<file path="config.mk">
export PLATFORM = sky130hd
export DESIGN_NAME = fcfg_frac_output_regs
export DESIGN_NICKNAME = d
export VERILOG_FILES = /design/src/hw/fcfg_pkg.sv /design/src/hw/fcfg_div_if.sv /design/src/hw/fcfg_div_word.sv /design/src/hw/fcfg_frac_output_regs.sv
export SDC_FILE = /design/constraint.sdc
export NUM_CORES = 1
export LEC_CHECK = 0
export ABC_AREA = 1
export BUFFER_PORTS_ARGS = -buffer_cell sky130_fd_sc_hd__buf_4
export CAP_MARGIN = 10
export CORE_MARGIN = 4
export CORE_UTILIZATION = 50
export CTS_CLUSTER_SIZE = 30
export DETAILED_ROUTE_END_ITERATION = 8
export PLACE_DENSITY = 0.76
export SLEW_MARGIN = 40
export SYNTH_ARGS = -nofsm -noshare
export SYNTH_HDL_FRONTEND = slang
export SYNTH_HIERARCHICAL = 1
export SYNTH_SLANG_ARGS = --single-unit
</file>
<file path="constraint.sdc">
create_clock -name sys_clk -period 1 [get_ports sys_clk]
set_clock_uncertainty 0.1 [all_clocks]
set_input_delay 0.2 -clock sys_clk [delete_from_list [all_inputs] [get_ports sys_clk]]
set_output_delay 0.2 -clock sys_clk [all_outputs]
set_load 0.03 [all_outputs]
</file>
<file path="src/hw/fcfg_pkg.sv">
package fcfg_pkg;

    // register word and address widths
    localparam int DATA_W = 16;
    localparam int ADDR_W_DEF = 5;
    localparam int ADDR_W_MIN = 4;
    localparam int ADDR_W_MAX = 8;

    // register offsets
    localparam logic [7:0] REG_CH4_HI = 8'h0A;
    localparam logic [7:0] REG_CH4_LO = 8'h0B;
    localparam logic [7:0] REG_CH5_CTRL = 8'h0C;
    localparam logic [7:0] REG_CH5_HI = 8'h0D;
    localparam logic [7:0] REG_CH5_LO = 8'h0E;

    // reset value of every register
    localparam logic [15:0] REG_RESET = 16'h0000;

    // writable bits; reserved bits are dropped and read as zero
    localparam logic [15:0] DIV_HI_MASK = 16'h0FFF;
    localparam logic [15:0] DIV_LO_MASK = 16'hFFFF;
    localparam logic [15:0] CTRL_MASK = 16'h7FDF;

    // divider word layout
    localparam int INT_W = 8;
    localparam int RATIO_W = 9;
    localparam int FRAC_W = 20;
    localparam int INT_LSB = 4;
    localparam int INT_MSB = 11;
    localparam int FRAC_TOP_MSB = 3;
    localparam logic [8:0] RATIO_STEP = 9'h001;

    // control register layout
    localparam int SRC_MSB = 14;
    localparam int SRC_LSB = 13;
    localparam int PRE_MSB = 12;
    localparam int PRE_LSB = 10;
    localparam int FRAC_EN_BIT = 9;
    localparam int SLEW_BIT = 8;
    localparam int NEG_BIT = 7;
    localparam int POS_BIT = 6;
    localparam int DRV_MSB = 4;
    localparam int DRV_LSB = 3;
    localparam int OUT_MSB = 2;
    localparam int OUT_LSB = 1;
    localparam int SUPPLY_BIT = 0;

    // source select codes
    localparam logic [1:0] SRC_SYNTH_A = 2'h0;
    localparam logic [1:0] SRC_PRIMARY = 2'h1;
    localparam logic [1:0] SRC_SECONDARY = 2'h2;
    localparam logic [1:0] SRC_SYNTH_B = 2'h3;

    // prescale codes and the divisor reported for them
    localparam logic [2:0] PRE_DIV2 = 3'h0;
    localparam logic [2:0] PRE_DIV3 = 3'h1;
    localparam logic [2:0] PRE_DIV1 = 3'h7;
    localparam logic [1:0] DIVISOR_NONE = 2'h0;
    localparam logic [1:0] DIVISOR_1 = 2'h1;
    localparam logic [1:0] DIVISOR_2 = 2'h2;
    localparam logic [1:0] DIVISOR_3 = 2'h3;

    // driver kind codes
    localparam logic [1:0] DRV_LVDS_A = 2'h0;
    localparam logic [1:0] DRV_LVDS_B = 2'h1;
    localparam logic [1:0] DRV_LVCMOS = 2'h2;
    localparam logic [1:0] DRV_HCSL = 2'h3;

    // output state codes
    localparam logic [1:0] OUT_OFF = 2'h0;
    localparam logic [1:0] OUT_RUN = 2'h1;
    localparam logic [1:0] OUT_LOW = 2'h2;
    localparam logic [1:0] OUT_HIGH = 2'h3;

endpackage

</file>
<file path="src/hw/fcfg_div_if.sv">
`timescale 1ns/100ps
interface fcfg_div_if;
    import fcfg_pkg::*;
    logic [DATA_W-1:0] hiWord;
    logic [DATA_W-1:0] loWord;
    logic [RATIO_W-1:0] ratio;
    logic [FRAC_W-1:0] fraction;

    modport feeder (output hiWord, output loWord, input ratio, input fraction);
    modport decoder (input hiWord, input loWord, output ratio, output fraction);
endinterface

</file>
<file path="src/hw/fcfg_div_word.sv">
`timescale 1ns/100ps
module fcfg_div_word (
    // clock and reset
    input wire logic sys_clk,
    input wire logic rst_n,
    // register words in, divider settings out
    fcfg_div_if.decoder div
);
    import fcfg_pkg::*;

    typedef struct packed {
        logic [RATIO_W-1:0] ratio;
        logic [FRAC_W-1:0] fraction;
    } fcfg_div_s;

    fcfg_div_s state_q;
    fcfg_div_s state_d;

    always_comb begin
        state_d = state_q;
        // applied ratio is the stored field plus one
        state_d.ratio = RATIO_W'(div.hiWord[INT_MSB:INT_LSB]) + RATIO_STEP;
        // top four fraction bits ride in the integer register
        state_d.fraction = {div.hiWord[FRAC_TOP_MSB:0], div.loWord};
    end

    always_ff @(posedge sys_clk or negedge rst_n) begin
        if (!rst_n) begin
            state_q <= '0;
        end else begin
            state_q <= state_d;
        end
    end

    assign div.ratio = state_q.ratio;
    assign div.fraction = state_q.fraction;
endmodule

</file>
<file path="src/hw/fcfg_frac_output_regs.sv">
`timescale 1ns/100ps
module fcfg_frac_output_regs #(
    parameter int ADDR_W = fcfg_pkg::ADDR_W_DEF
) (
    // clock and reset
    input wire logic sys_clk,
    input wire logic rst_n,
    // register access from the serial configuration port
    input wire logic regWrEn,
    input wire logic regRdEn,
    input wire logic [ADDR_W-1:0] regAddr,
    input wire logic [fcfg_pkg::DATA_W-1:0] regWrData,
    output logic [fcfg_pkg::DATA_W-1:0] regRdData,
    output logic regRdValid,
    output logic regRdMiss,
    // channel four divider
    output logic [fcfg_pkg::RATIO_W-1:0] ch4IntegerRatio,
    output logic [fcfg_pkg::FRAC_W-1:0] ch4FractionWord,
    // channel five divider
    output logic [fcfg_pkg::RATIO_W-1:0] ch5IntegerRatio,
    output logic [fcfg_pkg::FRAC_W-1:0] ch5FractionWord,
    // channel five source
    output logic ch5SrcSynth,
    output logic ch5SrcPrimary,
    output logic ch5SrcSecondary,
    // channel five prescaler and fraction enable
    output logic [1:0] ch5PrescaleDivisor,
    output logic ch5PrescaleReserved,
    output logic ch5FractionEnable,
    // channel five driver
    output logic ch5EdgeRateSlow,
    output logic ch5PositiveSideOn,
    output logic ch5NegativeSideOn,
    output logic ch5DrvLvds,
    output logic ch5DrvLvcmos,
    output logic ch5DrvHcsl,
    // channel five output state and supply
    output logic ch5OutRunning,
    output logic ch5OutStatic,
    output logic ch5StaticLevel,
    output logic ch5SupplyHigh
);
    import fcfg_pkg::*;

    // too narrow and the top offset aliases onto a lower one
    if (ADDR_W < ADDR_W_MIN || ADDR_W > ADDR_W_MAX) begin : g_addr_w_check
        $error("fcfg_frac_output_regs: ADDR_W out of range");
    end

    ////////////////////////////////////////////////////////////////////////////

    typedef struct packed {
        logic [DATA_W-1:0] ch4Hi;
        logic [DATA_W-1:0] ch4Lo;
        logic [DATA_W-1:0] ch5Ctrl;
        logic [DATA_W-1:0] ch5Hi;
        logic [DATA_W-1:0] ch5Lo;
        logic [DATA_W-1:0] rdData;
        logic rdValid;
        logic rdMiss;
        logic srcSynth;
        logic srcPrimary;
        logic srcSecondary;
        logic [1:0] preDivisor;
        logic preReserved;
        logic fracEnable;
        logic slewSlow;
        logic posOn;
        logic negOn;
        logic drvLvds;
        logic drvLvcmos;
        logic drvHcsl;
        logic outRunning;
        logic outStatic;
        logic staticLevel;
        logic supplyHigh;
    } fcfg_top_s;

    fcfg_top_s state_q;
    fcfg_top_s state_d;

    // one-hot views of the source and driver codes; flag view of the output state code
    typedef struct packed {
        logic synth;
        logic primary;
        logic secondary;
    } fcfg_src_s;

    typedef struct packed {
        logic lvds;
        logic lvcmos;
        logic hcsl;
    } fcfg_drv_s;

    typedef struct packed {
        logic running;
        logic isStatic;
        logic level;
    } fcfg_out_s;

    // both end codes pick the synthesizer, so no code leaves the mux open
    function automatic fcfg_src_s srcDecode(input logic [1:0] code);
        fcfg_src_s s;
        s.synth = (code == SRC_SYNTH_A) || (code == SRC_SYNTH_B);
        s.primary = code == SRC_PRIMARY;
        s.secondary = code == SRC_SECONDARY;
        return s;
    endfunction

    // both low codes select the low-swing differential driver
    function automatic fcfg_drv_s drvDecode(input logic [1:0] code);
        fcfg_drv_s k;
        k.lvds = (code == DRV_LVDS_A) || (code == DRV_LVDS_B);
        k.lvcmos = code == DRV_LVCMOS;
        k.hcsl = code == DRV_HCSL;
        return k;
    endfunction

    function automatic fcfg_out_s outDecode(input logic [1:0] code);
        fcfg_out_s o;
        o.running = code == OUT_RUN;
        o.isStatic = (code == OUT_LOW) || (code == OUT_HIGH);
        o.level = code == OUT_HIGH;
        return o;
    endfunction

    // address match against a register offset
    function automatic logic addrHit(input logic [ADDR_W-1:0] a, input logic [7:0] off);
        return a == ADDR_W'(off);
    endfunction

    // prescale code to divisor; reserved codes report no divisor
    function automatic logic [1:0] preDecode(input logic [2:0] code);
        logic [1:0] d;
        d = DIVISOR_NONE;
        unique case (code)
            PRE_DIV2: d = DIVISOR_2;
            PRE_DIV3: d = DIVISOR_3;
            PRE_DIV1: d = DIVISOR_1;
            default: d = DIVISOR_NONE;
        endcase
        return d;
    endfunction

    ////////////////////////////////////////////////////////////////////////////

    fcfg_div_if divIf[2] ();

    genvar gi;
    generate
        for (gi = 0; gi < 2; gi++) begin : g_div
            fcfg_div_word u_div (
                .sys_clk(sys_clk),
                .rst_n(rst_n),
                .div(divIf[gi].decoder)
            );
        end
    endgenerate

    assign divIf[0].hiWord = state_q.ch4Hi;
    assign divIf[0].loWord = state_q.ch4Lo;
    assign divIf[1].hiWord = state_q.ch5Hi;
    assign divIf[1].loWord = state_q.ch5Lo;

    ////////////////////////////////////////////////////////////////////////////

    logic hitCh4Hi;
    logic hitCh4Lo;
    logic hitCtrl;
    logic hitCh5Hi;
    logic hitCh5Lo;
    logic anyHit;
    logic [2:0] preCode;
    fcfg_src_s srcHot;
    fcfg_drv_s drvHot;
    fcfg_out_s outHot;

    always_comb begin
        state_d = state_q;
        // one compare per register, shared by the write and the read path
        hitCh4Hi = addrHit(regAddr, REG_CH4_HI);
        hitCh4Lo = addrHit(regAddr, REG_CH4_LO);
        hitCtrl = addrHit(regAddr, REG_CH5_CTRL);
        hitCh5Hi = addrHit(regAddr, REG_CH5_HI);
        hitCh5Lo = addrHit(regAddr, REG_CH5_LO);
        anyHit = hitCh4Hi || hitCh4Lo || hitCtrl || hitCh5Hi || hitCh5Lo;
        preCode = state_q.ch5Ctrl[PRE_MSB:PRE_LSB];
        srcHot = srcDecode(state_q.ch5Ctrl[SRC_MSB:SRC_LSB]);
        drvHot = drvDecode(state_q.ch5Ctrl[DRV_MSB:DRV_LSB]);
        outHot = outDecode(state_q.ch5Ctrl[OUT_MSB:OUT_LSB]);

        // writes; reserved bits never stored, so a stray one cannot reach the dividers
        if (regWrEn) begin
            if (hitCh4Hi) begin
                state_d.ch4Hi = regWrData & DIV_HI_MASK;
            end
            if (hitCh4Lo) begin
                state_d.ch4Lo = regWrData & DIV_LO_MASK;
            end
            if (hitCtrl) begin
                state_d.ch5Ctrl = regWrData & CTRL_MASK;
            end
            if (hitCh5Hi) begin
                state_d.ch5Hi = regWrData & DIV_HI_MASK;
            end
            if (hitCh5Lo) begin
                state_d.ch5Lo = regWrData & DIV_LO_MASK;
            end
        end

        // reads return the value held before any write in the same cycle
        state_d.rdValid = regRdEn;
        state_d.rdMiss = regRdEn && !anyHit;
        state_d.rdData = REG_RESET;
        if (regRdEn) begin
            if (hitCh4Hi) begin
                state_d.rdData = state_q.ch4Hi;
            end
            if (hitCh4Lo) begin
                state_d.rdData = state_q.ch4Lo;
            end
            if (hitCtrl) begin
                state_d.rdData = state_q.ch5Ctrl;
            end
            if (hitCh5Hi) begin
                state_d.rdData = state_q.ch5Hi;
            end
            if (hitCh5Lo) begin
                state_d.rdData = state_q.ch5Lo;
            end
        end

        // channel five control decode
        state_d.srcSynth = srcHot.synth;
        state_d.srcPrimary = srcHot.primary;
        state_d.srcSecondary = srcHot.secondary;

        state_d.fracEnable = state_q.ch5Ctrl[FRAC_EN_BIT];
        if (state_q.ch5Ctrl[FRAC_EN_BIT]) begin
            state_d.preDivisor = preDecode(preCode);
            state_d.preReserved = preDecode(preCode) == DIVISOR_NONE;
        end else begin
            state_d.preDivisor = DIVISOR_1;
            state_d.preReserved = 1'b0;
        end

        state_d.slewSlow = state_q.ch5Ctrl[SLEW_BIT];
        state_d.posOn = state_q.ch5Ctrl[POS_BIT];
        // a lone negative enable stays off rather than drive one leg
        state_d.negOn = state_q.ch5Ctrl[NEG_BIT] && state_q.ch5Ctrl[POS_BIT];

        state_d.drvLvds = drvHot.lvds;
        state_d.drvLvcmos = drvHot.lvcmos;
        state_d.drvHcsl = drvHot.hcsl;

        state_d.outRunning = outHot.running;
        state_d.outStatic = outHot.isStatic;
        state_d.staticLevel = outHot.level;

        // registered from the stored bit, so a late correction takes effect one clock after the register updates
        state_d.supplyHigh = state_q.ch5Ctrl[SUPPLY_BIT];
    end

    always_ff @(posedge sys_clk or negedge rst_n) begin
        if (!rst_n) begin
            state_q <= '0;
        end else begin
            state_q <= state_d;
        end
    end

    ////////////////////////////////////////////////////////////////////////////

    assign regRdData = state_q.rdData;
    assign regRdValid = state_q.rdValid;
    assign regRdMiss = state_q.rdMiss;
    assign ch4IntegerRatio = divIf[0].ratio;
    assign ch4FractionWord = divIf[0].fraction;
    assign ch5IntegerRatio = divIf[1].ratio;
    assign ch5FractionWord = divIf[1].fraction;
    assign ch5SrcSynth = state_q.srcSynth;
    assign ch5SrcPrimary = state_q.srcPrimary;
    assign ch5SrcSecondary = state_q.srcSecondary;
    assign ch5PrescaleDivisor = state_q.preDivisor;
    assign ch5PrescaleReserved = state_q.preReserved;
    assign ch5FractionEnable = state_q.fracEnable;
    assign ch5EdgeRateSlow = state_q.slewSlow;
    assign ch5PositiveSideOn = state_q.posOn;
    assign ch5NegativeSideOn = state_q.negOn;
    assign ch5DrvLvds = state_q.drvLvds;
    assign ch5DrvLvcmos = state_q.drvLvcmos;
    assign ch5DrvHcsl = state_q.drvHcsl;
    assign ch5OutRunning = state_q.outRunning;
    assign ch5OutStatic = state_q.outStatic;
    assign ch5StaticLevel = state_q.staticLevel;
    assign ch5SupplyHigh = state_q.supplyHigh;
endmodule

</file>
# Word-level counts from Yosys, hierarchy flattened
# Cells that the tools add are included.
# totals
output_inout_bits	93
ff_bits	163
# op_classes
n_eq_ne	16
muxes	9
n_addsub	2
n_reduce_logical	19
# op_table
operator	n
$mux 16	5
$eq 5x4->1 const B	5
$add 8x1->9 const B	2
$eq 2x2->1 const B	6
$mux 12	1
$reduce_and 2->1	5
$logic_or 1x1->1	7
$eq 2x1->1 const B	3
$logic_not 2->1	3
$pmux 2 s3	1
$eq 3x1->1 const B	1
$eq 3x3->1 const B	1
$logic_not 3->1	1
$mux 3	1
$logic_and 1x1->1	2
$mux 2	1
$logic_not 1->1	1

# Logic depth before layout (Yosys ltp)
# Gate-level depths: netlist of run 1.
# depth
ltp_word	7
ltp_mapped	9
depth_no_buf	9

# By module
# Netlist of run 1, hierarchy kept.
# modules_own_cells
mod	area_per_inst_um2	seq_area_each_um2	instances	cells_each
fcfg_frac_output_regs	4623.2	2627.5	1	492
fcfg_div_word	875.8	725.7	2	59

# Worst setup path after synthesis of run 1
# OpenSTA, ideal clock, no wires.
# synth_timing
path_type	input-to-reg
from	input port regAddr[3]
to	register state_q (netlist bit regRdData[0])
stages	7
required_ns	0.777
setup_ns	0.123
path_slack_ns	-0.160
arrival_ns	0.937
path_buffers	1
path_cell_list	nand2_2 -> nor2_4 -> nand3_2 -> buf_2 -> or2_0 -> nand2_1 -> a21oi_1
# synth_rtl
element	line	source
start, declared	fcfg_frac_output_regs.sv:11	input wire logic [ADDR_W-1:0] regAddr,
end signal, assigned	fcfg_frac_output_regs.sv:268	state_q <= state_d;
end, declared	fcfg_frac_output_regs.sv:79	fcfg_top_s state_q;

# Worst setup path after layout of run 1
# layout_timing
from	register g_div[0].u_div.state_q (netlist bit g_div[0].u_div/div.fraction[9])
to	output port ch4FractionWord[9] in the netlist's numbering
# layout_rtl
element	line	source
start, declared	fcfg_div_word.sv:16	fcfg_div_s state_q;
start signal, assigned	fcfg_div_word.sv:31	state_q <= state_d;
end, declared	fcfg_frac_output_regs.sv:18	output logic [fcfg_pkg::FRAC_W-1:0] ch4FractionWord,
# No word-level cell between the ends.

==> reports/metrics.csv, run 1 <==
metric;value;unit
vias in the first global route;5496;
Vias;5364;
Fin Hold WS;33.4;ps
Hold Crit Depth;3;
Rows;40;
Register-to-Register Path Depth;6;
CP Class;reg2out;
synthesized instance count;609;
total power;19.9;mW
IO Port Bufs;117;
final setup margin;-293;ps
outcome;complete, but fails checks;
Max stage delay on crit path;410;ps
CTS H-tree depth;4;
Netlist Area Pre-Place;6370;sq um
Crit. End Element;output port;
RePlAce Congestion;0.914;
max-slew violation count;0;
Final setup violation count;143;
power per cell area;2030;nW/um^2
DP HPWL;11300;um
Layout area overhead;54.4;%
max frequency;774;MHz
core area;12300;sq um
final cell count without fillers;986;
total CTS buffers;17;
grt ovf;0;
largest net degree at the start of global routing;53;
Num Clock Sinks;163;
WL final;20000;um
critical path depth in cells;1;
CTS clk-pin slew, worst paths;60;ps
Placed Cells;925;
final count of hold timing violations;0;
Max-slew headroom;75.9;%
Skew-Pair Late Insertion Delay;430;ps
Initial DRT Pass Iterations;5;
Data arrival, critical path;990;ps
worst hold path type;in2reg;
synthesized net count;638;
DRC Markers;0;
share of cells above drive strength 1;51.1;%
Yosys Warn Count;6;
max-cap violation count;0;
setup_tns;-26280;ps
violated checks;negative setup slack;
Worst Path Buf+Inv;1;
unrepaired setup endpoints after global routing;true;
Initial Util;52.0;%
Via density;5.44;
Avg Cell Area, Syn;10.5;sq um
crit path max fanout;1;
drt initial violations;488;
die height;121;um
I/O Pins;118;
antenna violations before repair;0;
Tmin final;1290;ps
wire per inst;20.3;um
Total GRT Usage;25.7;%
Nets;835;
CP Cell Sequence;buf_6;
CP top delay family;flip-flops;
antenna-violating nets left;0;
TritonCTS clock tree;built;
Setup crit start kind;flop;
first-pass GRT wire length;28800;um
Antenna Cells;0;
Pleak;4.89;nW
die area;14600;sq um
Slew @ Worst Pin;361;ps
worst vdd ir;1.22;mV
Worst path slowest cell;dfrtp_1;
clock root buffer;clkbuf_16;
clk buf depth;2;
pre-CTS WS;-516;ps
Die W;121;um
Final Cycle Share;129;%
worst path required time;700;ps
-- state kept, by name (all words and copies together) (netlist names), 2 cells and up --
| signal | cells |
|---|---|
| g_div.u_div/div.fraction | 40 |
| divIf.loWord | 32 |
| divIf.hiWord | 24 |
| g_div.u_div/div.ratio | 18 |
| regRdData | 16 |
| state_q | 7 |
| state_d | 4 |
| preCode | 3 |
| ch5PrescaleDivisor | 2 |
-- worst register-to-register path: stages, from the launching register on --
cell	delay, ps
dfrtp_2	420
buf_6	150
buf_6	100
nand3_4	80
nor2_1	130
nand2_1	80
nand2_1	70
-- cell usage in the layout (no fill, tap or decap), drive strengths merged, types with 6 or more instances in the layout --
master	count
buf	209
nand2	165
dfrtp	163
o21ai	87
inv	54
nand3	43
clkbuf	25
nor2	21
a21oi	12
or2	8
dlygate4sd3	6
clkinv	6
-- final timing paths --
| kind | from | to | slack, ps |
|---|---|---|---|
| max in group asynchronous | rst_n | divIf[0].hiWord[9] | 270 |
| max reg2reg | divIf[0].hiWord[5] | g_div[0].u_div/div.ratio[5] | -190 |
| max | g_div[0].u_div/div.fraction[9] | ch4FractionWord[9] | -290 |
| min | regWrData[5] | divIf[1].hiWord[5] | 30 |
| min reg2reg | divIf[1].loWord[0] | g_div[1].u_div/div.fraction[0] | 300 |
| min in group asynchronous | rst_n | g_div[0].u_div/div.fraction[16] | 50 |
-- power breakdown --
part | total, mW | internal (mW) | switching [mW]
combinational | 5.14 | 2.36 | 2.78
sequential | 8.75 | 7.72 | 1.03
clock | 6.05 | 3.45 | 2.59
total | 19.9 | 13.5 | 6.40
-- routing by layer --
| metal | routed length, um | global-route usage, % | share of wire [%] | vias to the layer above |
|---|---|---|---|---|
| met3 | 1600 | 6.57 | 8.0 | 68 |
| met2 | 10300 | 42.3 | 51 | 326 |
| li1 | - | - | - | 2318 |
| met4 | 700 | 12.0 | 3.5 | 0 |
| met5 | 0 | 0 | 0 | - |
| met1 | 7460 | 31.9 | 37 | 2652 |
-- final cells by class --
class	instances	area (sq um)
Clock inverter	10	86.3
Timing Repair Buffer	219	2400
Sequential cell	163	4090
Fill cell	614	2430
Multi-Input combinational cell	350	2340
Inverter	55	249
Tap cell	168	210
Clock buffer	21	450
-- through the flow --
stage          utilization, %  instance area, sq um
2_1_floorplan               -                  6520
3_3_place_gp             65.1                  7980
3_5_place_dp             65.1                  7980
4_1_cts                  75.9                  9310
5_1_grt                  80.2                  9830
6_report                 80.2                  9830
-- what timing repair did --
action                     4_1_cts  5_1_grt
setup endpoints to repair      118      160
hold endpoints to repair       177        2
setup buffers                   11        7
gates resized for setup        160      115
cloned                           2        6
hold buffers                     6        1
pin swaps                       27       45
Note: power is estimated with default switching activity, not from simulation.
==> run 2, diff against run 1 <==
--- a/config.mk
+++ b/config.mk
@@ -5,7 +5,6 @@
 export SDC_FILE = /design/constraint.sdc
 export NUM_CORES = 1
 export LEC_CHECK = 0
-export ABC_AREA = 1
 export BUFFER_PORTS_ARGS = -buffer_cell sky130_fd_sc_hd__buf_4
 export CAP_MARGIN = 10
 export CORE_MARGIN = 4
==> reports/metrics.csv, run 2 <==
metric;value;unit
Num Clock Sinks;163;
Layout area overhead;59.8;%
final count of hold timing violations;0;
Die W;121;um
Layout Cell Area excl Fill;10100;sq um
Slew @ Worst Pin;444;ps
first-pass GRT wire length;28800;um
Seq pwr share;41.8;%
Final Cycle Share;135;%
share of cells above drive strength 1;61.4;%
DRC Markers;0;
DP Area;8160;sq um
Final setup violation count;194;
sw power;6.34;mW
clock root buffer;clkbuf_16;
CP endpoint;regRdData[9];
synthesized instance count;455;
max reg flops;40;
antenna-violating nets left;0;
worst vdd ir;1.72;mV
max frequency;741;MHz
Fin Hold WS;52.2;ps
grt ovf;0;
core area;12200;sq um
antenna violations before repair;0;
power per cell area;2080;nW/um^2
unrepaired setup endpoints after global routing;true;
largest net degree at the start of global routing;35;
crit path max fanout;5;
vias in the first global route;5162;
Skew-Pair Late Insertion Delay;430;ps
CTS H-tree depth;4;
commonest non-fill, non-tap cell in the layout;dfrtp_1;
worst r2r src;divIf[1].hiWord[9];
Nets;708;
Setup crit start kind;input pin;
Gate power share;26.5;%
crit path from;regAddr[4];
CP Class;in2reg;
drt initial violations;402;
die area;14600;sq um
I/O Pins;118;
CTS clk-pin slew, worst paths;60;ps
clock share of power;31.7;%
TritonCTS clock tree;built;
internal power;14.8;mW
IO Port Bufs;117;
Util after Layout;83.1;%
violated checks;negative setup slack;
wire per inst;23.2;um
Data arrival, critical path;1580;ps
Tmin final;1350;ps
Yosys Warn Count;6;
final setup margin;-349;ps
Max-slew headroom;70.4;%
die height;121;um
Initial DRT Pass Iterations;5;
max-cap violation count;0;
total CTS buffers;17;
max-slew violation count;0;
Crit. End Element;flop;
synthesized net count;484;
Vias;4841;
DP HPWL;11500;um
Pleak;4.74;nW
Initial Util;52.0;%
sw frac;30.0;%
Reg2Reg Capture Point;regRdData[9];
worst hold path type;in2reg;
outcome;complete, but fails checks;
Avg Cell Area, Syn;14.0;sq um
Register-to-Register Path Depth;2;
clk buf depth;2;
Netlist Area Pre-Place;6350;sq um
worst path required time;1230;ps
WL final;19900;um
Fillers;569;
Rows;40;
Via density;5.63;
RePlAce Congestion;0.861;
most frequent cells in the layout;dfrtp_1 (150), buf_6 (130), buf_4 (81);
r2r setup slk;-340;ps
Total GRT Usage;26.5;%
==> run 2: stage by stage <==
step / worst slack [ps] / instances / power, mW / TNS, ps
floorplan: -543 / 455 / 10.8 / -30860
global placement: -673 / 788 / 12.9 / -45570
detailed placement: -746 / 788 / 13.1 / -48820
CTS: -312 / 851 / 20.7 / -32170
global route: -365 / 859 / 21.8 / -42740
finish: -349 / 860 / 21.1 / -38530
==> run 2: metal layers <==
layer / GRT usage, % / up-vias / share of wire, %
li1: - / 2033 / -
met1: 32.3 / 2473 / 37
met2: 44.1 / 253 / 51
met3: 8.37 / 82 / 7.4
met4: 10.1 / 0 / 4.4
met5: 0 / - / 0
==> run 2: worst min path at each step <==
stage,start,endpoint,cells after the start
final,regRdEn,regRdData[11],3
after CTS,regRdEn,regRdData[9],3
after detailed placement,rst_n,g_div[0].u_div/div.fraction[3],1
after global placement,rst_n,g_div[0].u_div/div.fraction[3],1
after global routing,regRdEn,regRdData[8],3
after floorplan,rst_n,ch5DrvHcsl,0
==> run 2: what timing repair did <==
| action | CTS | global route |
|---|---|---|
| hold endpoints to repair | 234 | 0 |
| setup endpoints to repair | 189 | 196 |
| pin swaps | 36 | 25 |
| hold buffers | 18 | 0 |
| gates cloned | 3 | 0 |
| resized for setup | 197 | 69 |
| setup buffers | 14 | 13 |
==> run 2: area by class of cell <==
type                            count  area [sq um]  share of cell area [%]
Sequential cell                   163          4100                    40.4
Clock inverter                      9           129                    1.27
Antenna cell                        1          2.50                  0.0247
Multi-Input combinational cell    247          2660                    26.2
Timing Repair Buffer              245          2560                    25.2
Tap cell                          168           210                    2.07
Inverter                            5          18.8                   0.185
Clock buffer                       22           474                    4.67
==> run 2: worst max-delay path, cell delays in order <==
cell	delay, ps
buf_8	110
or3b_4	440
nor3b_4	270
buf_6	160
buf_16	120
a211oi_2	40
a211oi_2	240
==> run 2: power by group through the flow <==
| stage | combinational [mW] | sequential [mW] | clock [mW] |
|---|---|---|---|
| final | 5.58 | 8.82 | 6.70 |
| after global routing | 5.83 | 8.94 | 7.07 |
| after CTS | 5.27 | 8.74 | 6.73 |
| after detailed placement | 4.43 | 8.66 | 0 |
| after global placement | 4.33 | 8.60 | 0 |
| after floorplan | 1.10 | 9.68 | 0 |
==> run 3, diff against run 2 <==
--- a/config.mk
+++ b/config.mk
@@ -9,6 +9,7 @@
 export CAP_MARGIN = 10
 export CORE_MARGIN = 4
 export CORE_UTILIZATION = 50
+export CTS_CLUSTER_DIAMETER = 100
 export CTS_CLUSTER_SIZE = 30
 export DETAILED_ROUTE_END_ITERATION = 8
 export PLACE_DENSITY = 0.76
==> constraint.sdc (replaced) <==
create_clock -name sys_clk -period 1 [get_ports sys_clk]
set_clock_uncertainty 0.1 [all_clocks]
set_input_delay 0.2 -clock sys_clk [delete_from_list [all_inputs] [get_ports sys_clk]]
set_output_delay 0.2 -clock sys_clk [all_outputs]
set_load 0.01 [all_outputs]
==> reports/metrics.csv, run 3 (same netlist as run 2, synthesis figures left out) <==
metric;value;unit
Tmin final;1420;ps
CP endpoint;regRdData[2];
crit path from;regAddr[4];
total CTS buffers;17;
Initial DRT Pass Iterations;5;
Slew @ Worst Pin;423;ps
drt initial violations;506;
max-cap violation count;0;
worst path required time;1230;ps
violated checks;negative setup slack;
crit path max fanout;6;
Final setup violation count;195;
Vias;4839;
core area;12200;sq um
TritonCTS clock tree;built;
Nets;708;
largest net degree at the start of global routing;35;
power per cell area;1990;nW/um^2
Antenna Cells;0;
worst hold path type;in2reg;
Setup crit start kind;input pin;
clk buf depth;2;
Die W;121;um
grt ovf;0;
CTS H-tree depth;4;
Max-slew headroom;71.8;%
die height;121;um
first-pass GRT wire length;29500;um
unrepaired setup endpoints after global routing;true;
max-slew violation count;0;
DRC Markers;0;
wire per inst;23.2;um
Skew-Pair Late Insertion Delay;440;ps
clock root buffer;clkbuf_16;
antenna violations before repair;0;
outcome;complete, but fails checks;
Crit. End Element;flop;
I/O Pins;118;
max reg flops;40;
Via density;5.63;
worst vdd ir;1.08;mV
max frequency;703;MHz
CTS clk-pin slew, worst paths;60;ps
antenna-violating nets left;0;
final count of hold timing violations;0;
Initial Util;52.0;%
Reg2Reg Capture Point;regRdData[10];
total power;20.2;mW
RePlAce Congestion;0.861;
vias in the first global route;5242;
Layout area overhead;59.6;%
share of cells above drive strength 1;60.2;%
Rows;40;
CP Class;in2reg;
final cell count without fillers;859;
commonest non-fill, non-tap cell in the layout;dfrtp_1;
Num Clock Sinks;163;
Final Cycle Share;142;%
DP HPWL;11500;um
final setup margin;-422;ps
Placed Cells;788;
Layout Cell Area excl Fill;10100;sq um
WL final;20000;um
IO Port Bufs;117;
die area;14600;sq um
most frequent cells in the layout;dfrtp_1 (151), buf_6 (126), buf_4 (83);
worst r2r src;preCode[0];
Pleak;4.72;nW
Fillers;578;
Register-to-Register Path Depth;3;
DP Area;8160;sq um
r2r setup slk;-320;ps
Data arrival, critical path;1650;ps
Total GRT Usage;26.9;%
-- run 3: worst min-delay path by stage --
stage               startpoint                        endpoint  slack [ps]  depth (start not counted)
CTS                    regRdEn                    regRdData[9]          20                          3
global placement         rst_n  g_div[0].u_div/div.fraction[3]          -6                          1
floorplan                rst_n                      ch5DrvHcsl        -200                          0
finish                 regRdEn                    regRdData[5]          40                          3
global route           regRdEn                    regRdData[8]          30                          3
detailed placement       rst_n  g_div[0].u_div/div.fraction[3]          -7                          1
-- run 3: layer usage --
| metal | vias up | global-route usage, % | part of all wire [%] |
|---|---|---|---|
| met5 | - | 0 | 0 |
| li1 | 2040 | - | - |
| met1 | 2433 | 33.8 | 37 |
| met3 | 70 | 7.02 | 8.4 |
| met4 | 0 | 12.0 | 3.3 |
| met2 | 296 | 44.0 | 51 |
-- run 3: timing repair --
| action | in CTS | in global routing |
|---|---|---|
| gates resized for setup | 210 | 44 |
| hold buffers | 18 | 0 |
| pin swaps | 32 | 26 |
| endpoints found under the setup margin | 189 | 197 |
| hold endpoints to repair | 234 | 0 |
| gates cloned | 2 | 1 |
| buffers inserted | 13 | 10 |
-- run 3: report_power, final --
group | internal [mW] | switching (mW) | leakage (nW)
registers | 7.78 | 1.04 | 2.08
clock network | 4.10 | 2.62 | 0.292
logic | 2.87 | 1.76 | 2.35
total | 14.8 | 5.42 | 4.72
-- run 3: layout make-up --
class / count / area [sq um] / area share, %
clock buffers: 22 / 474 / 4.68
well taps: 168 / 210 / 2.07
inverters: 5 / 18.8 / 0.185
multi-input cells: 248 / 2670 / 26.4
repair buffers: 244 / 2540 / 25.0
flip-flops and latches: 163 / 4090 / 40.4
clock inverters: 9 / 129 / 1.27
-- run 3: stage by stage --
| step | setup WS (ps) | TNS, ps | hold WS (ps) | utilization (%) |
|---|---|---|---|---|
| 2_1_floorplan | -543 | -30860 | -196 | - |
| 3_3_place_gp | -673 | -45570 | -6.23 | 66.9 |
| 3_5_place_dp | -746 | -48820 | -6.72 | 66.9 |
| 4_1_cts | -294 | -30140 | 17.9 | 80.5 |
| 5_1_grt | -442 | -45280 | 32.1 | 83.0 |
| 6_report | -422 | -40940 | 43.7 | 83.0 |
-- run 3: worst max-delay path, cell delays in order --
cell,delay [ps]
buf_8,100
or3b_4,440
nor3b_4,400
buf_12,190
a211oi_1,60
a211oi_1,260
